==> config.mk <==
export PLATFORM = sky130hd
export DESIGN_NAME = adsq_ctrl
export DESIGN_NICKNAME = d
export VERILOG_FILES = /design/src/hw/adsq_ctrl.v /design/src/hw/adsq_sar.v /design/src/hw/adsq_sync.v
export VERILOG_INCLUDE_DIRS = /design/src /design/src/pkg
export SDC_FILE = /design/constraint.sdc
export NUM_CORES = 1
export LEC_CHECK = 0
export ABC_AREA = 1
export BUFFER_PORTS_ARGS = -buffer_cell sky130_fd_sc_hd__buf_2
export CORE_MARGIN = 4
export CORE_UTILIZATION = 43
export CTS_CLUSTER_DIAMETER = 120
export DETAILED_ROUTE_END_ITERATION = 16
export PLACE_DENSITY_LB_ADDON = 0.15
export SYNTH_ARGS = -nofsm -noshare
export SYNTH_HDL_FRONTEND = slang
export SYNTH_SLANG_ARGS = --single-unit
==> constraint.sdc <==
create_clock -name ref_clk_in -period 5.8 [get_ports ref_clk_in]
set_input_delay 0 -clock ref_clk_in [delete_from_list [all_inputs] [get_ports ref_clk_in]]
set_output_delay 0 -clock ref_clk_in [all_outputs]
set_load 0.005 [all_outputs]
==> src/pkg/adsq_map.vh <==
// Purpose: Field positions, reset values and timing for the converter control
// Assumes: 200 MHz system clock
// Notes:   Mode register is eight bits wide
`ifndef ADSQ_MAP_VH
`define ADSQ_MAP_VH

`define ADSQ_CH_LSB        0
`define ADSQ_CH_MSB        1
`define ADSQ_START_BIT     2
`define ADSQ_SPEED_BIT     3
`define ADSQ_SCAN_BIT      4
`define ADSQ_REPEAT_BIT    5
`define ADSQ_DONE_BIT      6
`define ADSQ_BUSY_BIT      7
`define ADSQ_MODE_RST      8'h00
`define ADSQ_STEPS         1024
`define ADSQ_RES_BITS      10
`define ADSQ_FAST_CYC      16'h0028
`define ADSQ_SLOW_CYC      16'h0050
`define ADSQ_CH_RST        2'h0
`define ADSQ_RES_RST       10'h000
`define ADSQ_TRIALS        16'h000a
`define ADSQ_MIN_BIT_CYC   16'h0004
`define ADSQ_LO_FILL       6'h3f

`endif

==> src/hw/adsq_ctrl.v <==
// What this block does
// - Resolve input into 1024 steps, ten bits
// - Fixed mode converts only selected channel
// - Scan ascends from input 0 to select
// - Channel select resets to zero
// - Unused analog pins stay readable port bits
// - Writing start bit one begins conversion
// - Busy set at start until finish
// - Single and repeat for fixed and scan
// - Mode comes from repeat and scan bits
// - Speed bit picks timing, resets high speed
// - Single end: done set, busy clear, irq
// - Repeat cleared: finish current, then stop
// - Each channel has own result, overwritten
// - Result registers are read-only
// - Reading any result clears done flag
// - Result left-justified across byte pair
//
// Purpose: Mode register, channel sequencing and result storage
// Assumes: Register access is a byte write/read port on ref_clk_in
// Notes:   Result reads use a channel index and byte select
`timescale 1ns/1ps
`include "adsq_map.vh"
module adsq_ctrl #(
   parameter [15:0] FAST_CYC = `ADSQ_FAST_CYC,
   parameter [15:0] SLOW_CYC = `ADSQ_SLOW_CYC
) (
   // Clock and reset
   input  wire        ref_clk_in,
   input  wire        sys_rst_in,
   // Mode register access
   input  wire        mode_wr_in,
   input  wire [7:0]  mode_wdata_in,
   output reg  [7:0]  conv_mode_reg_out,
   // Result access
   input  wire        res_rd_in,
   input  wire [1:0]  res_ch_in,
   input  wire        res_hi_in,
   output reg  [7:0]  res_rdata_out,
   // Events
   output reg         conv_done_irq_out,
   // Analog side
   output reg  [1:0]  mux_sel_out,
   output reg  [9:0]  dac_code_out,
   input  wire        cmp_hi_in,
   // Shared port
   input  wire [3:0]  analog_shared_port_in,
   output reg  [3:0]  port_rdata_out
);
   localparam ST_IDLE = 2'd0;
   localparam ST_CONV = 2'd1;
   localparam ST_WAIT = 2'd2;

   // Mode register fields
   reg  [1:0]  ch_sel_r;
   reg         speed_r;
   reg         scan_r;
   reg         repeat_r;
   // Sequencer state and its next values
   reg  [1:0]  state_r;
   reg  [1:0]  state_nxt;
   reg  [1:0]  cur_ch_r;
   reg  [1:0]  cur_ch_nxt;
   reg         busy_r;
   reg         busy_nxt;
   reg         done_r;
   reg         done_nxt;
   reg         go_r;
   reg         go_nxt;
   reg         irq_nxt;
   reg         store_nxt;
   // Conversion timing
   reg  [15:0] bit_cyc_r;
   reg  [15:0] bit_cyc_nxt;
   wire [15:0] total_cyc;
   wire [15:0] share_cyc;
   // Result storage and read path
   wire [3:0]  store_ch;
   wire [39:0] res_all;
   reg  [9:0]  sel_res;
   reg  [7:0]  rdata_nxt;
   genvar      g;
   // Converter engine and input synchronisers
   wire        sar_fin;
   wire [9:0]  sar_res;
   wire [9:0]  sar_dac;
   wire [3:0]  port_sync;
   reg         cmp_meta_r;
   reg         cmp_sync_r;
   // Decoded requests
   wire        start_wr;
   wire [1:0]  wr_ch;
   wire        last_ch;

   assign start_wr = mode_wr_in & mode_wdata_in[`ADSQ_START_BIT];
   assign wr_ch    = mode_wdata_in[`ADSQ_CH_MSB:`ADSQ_CH_LSB];
   assign last_ch  = !scan_r || (cur_ch_r == ch_sel_r);
   // Per-bit share of the selected conversion duration
   assign total_cyc = speed_r ? SLOW_CYC : FAST_CYC;
   assign share_cyc = total_cyc / `ADSQ_TRIALS;
   // One-hot slot select for the channel that just finished
   assign store_ch  = store_nxt ? (4'h1 << cur_ch_r) : 4'h0;

   // Trial-bit engine; its ladder code is registered again onto the pins
   adsq_sar u_sar (
      .ref_clk_in   (ref_clk_in),
      .sys_rst_in   (sys_rst_in),
      .go_in        (go_r),
      .bit_cyc_in   (bit_cyc_r),
      .fin_out      (sar_fin),
      .dac_code_out (sar_dac),
      .cmp_hi_in    (cmp_sync_r),
      .result_out   (sar_res)
   );

   // Shared port bits reach the read path through a two-flop synchroniser
   adsq_sync u_sync (
      .ref_clk_in (ref_clk_in),
      .sys_rst_in (sys_rst_in),
      .d_in       (analog_shared_port_in),
      .q_out      (port_sync)
   );

   // Comparator output is asynchronous to the clock
   // Two flops stand between it and the trial-bit engine
   always @(posedge ref_clk_in or posedge sys_rst_in) begin
      if (sys_rst_in) begin
         cmp_meta_r <= 1'b0;
         cmp_sync_r <= 1'b0;
      end else begin
         cmp_meta_r <= cmp_hi_in;
         cmp_sync_r <= cmp_meta_r;
      end
   end

   // Mode fields; the start bit is a strobe and is not stored
   // Fields may change mid-run; the sequencer reads them at channel ends, while speed sets the per-bit time one clock later
   always @(posedge ref_clk_in or posedge sys_rst_in) begin
      if (sys_rst_in) begin
         ch_sel_r <= `ADSQ_CH_RST;
         speed_r  <= 1'b0;
         scan_r   <= 1'b0;
         repeat_r <= 1'b0;
      end else if (mode_wr_in) begin
         ch_sel_r <= wr_ch;
         speed_r  <= mode_wdata_in[`ADSQ_SPEED_BIT];
         scan_r   <= mode_wdata_in[`ADSQ_SCAN_BIT];
         repeat_r <= mode_wdata_in[`ADSQ_REPEAT_BIT];
      end
   end

   // The comparator answer trails a trial code by three clocks, so
   // each trial bit gets at least the minimum number of clocks
   always @* begin
      if (share_cyc < `ADSQ_MIN_BIT_CYC)
         bit_cyc_nxt = `ADSQ_MIN_BIT_CYC;
      else
         bit_cyc_nxt = share_cyc;
   end

   // Per-bit time, registered to keep the divider off the engine path
   always @(posedge ref_clk_in or posedge sys_rst_in) begin
      if (sys_rst_in)
         bit_cyc_r <= `ADSQ_MIN_BIT_CYC;
      else
         bit_cyc_r <= bit_cyc_nxt;
   end

   // Sequencer: IDLE waits for a start write, WAIT gives the engine one
   // clock to take go, CONV waits for the engine to finish a channel
   always @* begin
      state_nxt  = state_r;
      cur_ch_nxt = cur_ch_r;
      busy_nxt   = busy_r;
      done_nxt   = done_r;
      go_nxt     = 1'b0;
      irq_nxt    = 1'b0;
      store_nxt  = 1'b0;
      // A read that collides with a new completion loses to the set
      if (res_rd_in)
         done_nxt = 1'b0;
      case (state_r)
         ST_IDLE: begin
            // A start while busy is ignored: only the idle state looks
            if (start_wr) begin
               busy_nxt  = 1'b1;
               done_nxt  = 1'b0;
               go_nxt    = 1'b1;
               state_nxt = ST_WAIT;
               if (mode_wdata_in[`ADSQ_SCAN_BIT])
                  cur_ch_nxt = 2'b00;
               else
                  cur_ch_nxt = wr_ch;
            end
         end
         ST_WAIT: begin
            // Engine sees go on this edge; fin cannot be pending
            state_nxt = ST_CONV;
         end
         ST_CONV: begin
            if (sar_fin) begin
               store_nxt = 1'b1;
               if (!last_ch) begin
                  cur_ch_nxt = cur_ch_r + 2'b01;
                  go_nxt     = 1'b1;
                  state_nxt  = ST_WAIT;
               end else if (repeat_r) begin
                  go_nxt    = 1'b1;
                  state_nxt = ST_WAIT;
                  if (scan_r)
                     cur_ch_nxt = 2'b00;
                  else
                     cur_ch_nxt = ch_sel_r;
               end else begin
                  // Single run, or repeat cleared: this was the last one
                  busy_nxt  = 1'b0;
                  done_nxt  = 1'b1;
                  irq_nxt   = 1'b1;
                  state_nxt = ST_IDLE;
               end
            end
         end
         default: begin
            state_nxt = ST_IDLE;
         end
      endcase
   end

   // Sequencer registers
   always @(posedge ref_clk_in or posedge sys_rst_in) begin
      if (sys_rst_in) begin
         state_r           <= ST_IDLE;
         cur_ch_r          <= `ADSQ_CH_RST;
         busy_r            <= 1'b0;
         done_r            <= 1'b0;
         go_r              <= 1'b0;
         conv_done_irq_out <= 1'b0;
      end else begin
         state_r           <= state_nxt;
         cur_ch_r          <= cur_ch_nxt;
         busy_r            <= busy_nxt;
         done_r            <= done_nxt;
         go_r              <= go_nxt;
         conv_done_irq_out <= irq_nxt;
      end
   end

   // One result slot per channel, written only when that channel ends
   // Slots of channels outside the current run keep their old results
   generate
      for (g = 0; g < 4; g = g + 1) begin : g_res
         reg [9:0] val_r;
         always @(posedge ref_clk_in or posedge sys_rst_in) begin
            if (sys_rst_in)
               val_r <= `ADSQ_RES_RST;
            else if (store_ch[g])
               val_r <= sar_res;
         end
         assign res_all[g*10 +: 10] = val_r;
      end
   endgenerate

   // Result read select; the low byte pads its unused bits with ones
   // Reading never feeds a slot, so the result registers are read-only
   always @* begin
      if (res_ch_in == 2'h0)
         sel_res = res_all[9:0];
      else if (res_ch_in == 2'h1)
         sel_res = res_all[19:10];
      else if (res_ch_in == 2'h2)
         sel_res = res_all[29:20];
      else
         sel_res = res_all[39:30];
      if (res_hi_in)
         rdata_nxt = sel_res[9:2];
      else
         rdata_nxt = {sel_res[1:0], `ADSQ_LO_FILL};
   end

   // Registered views; result registers have no write path
   // Pins show the internal state one clock later
   always @(posedge ref_clk_in or posedge sys_rst_in) begin
      if (sys_rst_in) begin
         conv_mode_reg_out <= `ADSQ_MODE_RST;
         res_rdata_out     <= 8'h00;
         mux_sel_out       <= 2'b00;
         dac_code_out      <= 10'h000;
         port_rdata_out    <= 4'h0;
      end else begin
         conv_mode_reg_out <= {busy_r, done_r, repeat_r, scan_r, speed_r,
                               1'b0, ch_sel_r};
         res_rdata_out     <= rdata_nxt;
         mux_sel_out       <= cur_ch_r;
         dac_code_out      <= sar_dac;
         port_rdata_out    <= port_sync;
      end
   end
endmodule

==> src/hw/adsq_sar.v <==
// Purpose: Successive-approximation step engine for one conversion
// Assumes: Comparator result is synchronous to ref_clk_in
// Notes:   Ten trial bits, each given an equal share of the duration
`timescale 1ns/1ps
`include "adsq_map.vh"
module adsq_sar (
   // Clock and reset
   input  wire        ref_clk_in,
   input  wire        sys_rst_in,
   // Control
   input  wire        go_in,
   input  wire [15:0] bit_cyc_in,
   output reg         fin_out,
   // Ladder and comparator
   output reg  [9:0]  dac_code_out,
   input  wire        cmp_hi_in,
   output reg  [9:0]  result_out
);
   reg [3:0]  bit_r;
   reg [15:0] cnt_r;
   reg        run_r;
   always @(posedge ref_clk_in or posedge sys_rst_in) begin
      if (sys_rst_in) begin
         bit_r        <= 4'h0;
         cnt_r        <= 16'h0000;
         run_r        <= 1'b0;
         fin_out      <= 1'b0;
         dac_code_out <= 10'h000;
         result_out   <= 10'h000;
      end else begin
         fin_out <= 1'b0;
         if (go_in && !run_r) begin
            run_r        <= 1'b1;
            bit_r        <= 4'h9;
            cnt_r        <= 16'h0000;
            dac_code_out <= 10'h200;
         end else if (run_r) begin
            if (cnt_r + 16'h0001 >= bit_cyc_in) begin
               cnt_r <= 16'h0000;
               // Keep or drop the trial bit, then try the next one down
               if (!cmp_hi_in)
                  dac_code_out[bit_r] <= 1'b0;
               if (bit_r == 4'h0) begin
                  run_r      <= 1'b0;
                  fin_out    <= 1'b1;
                  result_out <= {dac_code_out[9:1],
                                 cmp_hi_in & dac_code_out[0]};
               end else begin
                  bit_r <= bit_r - 4'h1;
                  dac_code_out[bit_r - 4'h1] <= 1'b1;
               end
            end else begin
               cnt_r <= cnt_r + 16'h0001;
            end
         end
      end
   end
endmodule

==> src/hw/adsq_sync.v <==
// Purpose: Two-flop synchroniser for the analog shared port bits
// Assumes: Inputs arrive asynchronously
// Notes:   First stage feeds only the second
`timescale 1ns/1ps
module adsq_sync (
   // Clock and reset
   input  wire       ref_clk_in,
   input  wire       sys_rst_in,
   // Data
   input  wire [3:0] d_in,
   output wire [3:0] q_out
);
   reg [3:0] meta_r;
   reg [3:0] sync_r;
   always @(posedge ref_clk_in or posedge sys_rst_in) begin
      if (sys_rst_in) begin
         meta_r <= 4'h0;
         sync_r <= 4'h0;
      end else begin
         meta_r <= d_in;
         sync_r <= meta_r;
      end
   end
   assign q_out = sync_r;
endmodule

==> results.toml <==
[grt]
gr-total-overflow = 0
first_global_vias = 4632
grt_pass1_wl_mm = 21.7
grt_max_degree = 75
antenna_found_initial = 0
gr-usage-all-layers_pct = 16.9

[pwr]
finalPower_w = 0.00293
powerDensity_nw_per_um2 = 416
leakage_nw = 3.33
ir_drop_v = 0.000298

[synthesis]
yosysUniqueCellTypes = 34
synth-edff-count = 0
syn_nets = 679
synth_seq_cells = 137
synthArstFlopShare_pct = 100
netlist_top_cells_count = "155 x nand2_1, 136 x dfrtp_1, 78 x inv_1"
synth_top_area_cell = "dfrtp_1"
synth_seq_area_share_pct = 58.6
synth_area_um2 = 5850
yosysMostFrequentCell = "nand2_1"
synthesis.instances = 647
synth_area_leaders = "dfrtp_1 58%, nand2_1 9.9%, o21ai_0 5.5%"
ys.flop_type = "dfrtp_1"
synth_top_area_share_pct = 58.2
yosysWarnings = 0
avgSynthCellArea_um2 = 9.04

[sta]
final.setup.tns_ns = 0
worst_pin_slew_ns = 0.926
hold_viol = 0
fin_crit_sh_pct = 46.3
worst_clock_skew_ns = 0.00691
slew-limit-headroom_pct = 38.2
setup_violations = 0
rsz0062_at_grt = "false"
setup_slack_ns = 3.12
period_minus_slack_ns = 2.68
max_freq_mhz = 372
slew_viol_final = 0
holdWs_ns = 0.0346

[clock_tree]
cts_tree = "yes"
path_clk_slew_ns = 0.06
cts-resized-gates = 0
cts.path.max_buffers = 2
clkSinkCount = 137
cts_buffers = 17
root_buffer = "clkbuf_16"
cts.htree.levels = 4
clk_latency_ns = 0.42

[finish]
fin_util_pct = 53.1
diodes = 0
nFillCells = 1238
layout-drive-gt1-share_pct = 12.7
nNetsFinal = 749
syn2layout_area_growth_pct = 20.7

[routing]
drc = 0
drt.antenna.violating_nets = 0
drt-pass1-iter-count = 5
drtIter0Drc = 374
routed_wl_mm = 12.3
wl_per_cell_um = 13.6
viasPerCell = 4.93
num_vias = 4464

[worst_setup_path]
worstPathArrival_ns = 2.99
critPathCaptureType = "flop"
crit_type = "reg -> reg"
worst-r2r-cell-count = 15
cp.required_ns = 6.10
cpPeakStageDelay_ns = 0.47
critPathLaunchType = "flop"
regToRegEndpoint = "u_sar.result_out[1]"
cp_common_cell = "nand2_1"
crit_path_top_delay_cell = "dfrtp_1"
critPathMaxFanout = 18
cp_cell_sequence = "nand3_1 -> xor2_1 -> ha_1 -> a21oi_1 -> nand2_1 -> nor2_1 -> nand2_1 -> nor2_1 -> nand2_1 -> nor2_2 -> nand2_4 -> nand3_4 -> inv_1 -> nand2_1 -> nand2_1"
worstReg2RegStart = "u_sar.cnt_r[2]"
rrSetupSlack_ns = 3.12

[placed_design]
place_congestion = 0.847
place_ws_ns = 3.15
port_buffers = 49
place.detailed.hpwl_mm = 8.03

[flow_run]
drv_cap = 0

[die]
initial_utilization_pct = 44.0
die-area_um2 = 15500
core_um2 = 13300
fp.dieW_um = 125
die_h_um = 125
pin_count = 53
row_count = 42

[outcome]
status = "finished clean"

[hold_path]
hold_path_end = "busy_r"
hold_path.class = "in -> reg"
whs_path_depth = 3
min-delay-start = "mode_wr_in"
## how the worst max path moves through the flow
stage                   startpoint             endpoint  slack [ns]
finish              u_sar.cnt_r[2]  u_sar.result_out[1]        3.12
global placement    u_sar.cnt_r[2]  u_sar.result_out[2]        3.18
CTS                 u_sar.cnt_r[2]  u_sar.result_out[1]        3.12
global route        u_sar.cnt_r[2]  u_sar.result_out[1]        2.81
detailed placement  u_sar.cnt_r[2]  u_sar.result_out[2]        3.15
floorplan               sys_rst_in         bit_cyc_r[3]        2.13
## registers in the layout, indices dropped and copies added (netlist names), 2 cells and up
name / flops
bit_cyc_r: 2
dac_code_out: 10
u_sar.result_out: 10
g_res.val_r: 40
u_sync.q_out: 4
state_r: 2
cur_ch_r: 2
u_sync.meta_r: 4
res_rdata_out: 8
port_rdata_out: 4
conv_mode_reg_out: 6
u_sar.bit_r: 4
u_sar.dac_code_out: 10
u_sar.cnt_r: 16
ch_sel_r: 2
mux_sel_out: 2
## routing by layer
| layer | GRT usage, % | wire [um] | vias to the layer above |
|---|---|---|---|
| li1 | - | - | 2228 |
| met1 | 21.1 | 5710 | 2147 |
| met2 | 28.6 | 5990 | 79 |
| met3 | 5.10 | 482 | 10 |
| met4 | 4.96 | 122 | 0 |
| met5 | 0 | 0 | - |
## logic make-up (layout without fill, tap and decap cells)
group	Yosys count	after routing	synth area share (%)
AND/OR/NAND/NOR	278	278	20.4
flip-flops	137	137	58.6
AO/OA/AOI/OAI	112	112	10.6
buffers and inverters	103	186	7.10
adder cells (fa/ha/maj)	12	12	2.57
XOR/XNOR	4	4	0.599
other	1	1	0.0641
## metrics by stage
| step | cells | area [um^2] |
|---|---|---|
| 3_3_place_gp | 850 | 6210 |
| 2_1_floorplan | 647 | 5850 |
| 5_1_grt | 906 | 7060 |
| 6_report | 906 | 7060 |
| 4_1_cts | 906 | 7060 |
| 3_5_place_dp | 850 | 6210 |
## placed cells by master, fill, tap and decap left out, types with 6 or more instances in the layout
cell           instances
nand4_1               10
inv_1                 77
o21ai_1                8
dfrtp_1              136
nand3_1               39
a31oi_1                9
o21ai_0               64
a21oi_1               13
ha_1                  12
nand2_1              155
o311ai_0               6
nor2_1                56
dlygate4sd3_1         24
buf_2                 49
nor3_1                 7
clkbuf_16             17
## critical path: cells and delay by family (launching register included)
kind / cells / cell delay, ns
compound gates: 1 / 0.14
simple gates: 11 / 1.29
buf+inv: 1 / 0.15
flops: 1 / 0.47
xor+xnor: 1 / 0.24
fa+ha+maj: 1 / 0.28
## where the power goes
part	internal [W]	switching (W)	leakage, nW	total (W)
Clock	0.000695	0.000398	0.288	0.00109
Combinational	0.000220	0.000410	1.26	0.000630
Sequential	0.00110	0.000111	1.78	0.00121
## final cells by class
class                           instances  area [um^2]  share of cell area, %
Clock buffer                           20          457                   6.47
Timing Repair Buffer                   74          493                   6.98
Multi-Input combinational cell        407         2010                   28.4
Clock inverter                         12          149                   2.11
Sequential cell                       137         3430                   48.6
Tap cell                              176          220                   3.12
Inverter                               80          305                   4.32
## timing repair
item                      in CTS  in global routing
hold buffers                  24                  0
hold endpoints to repair      83                  0
buffers inserted               0                  0
(Power assumes the default switching activity.)
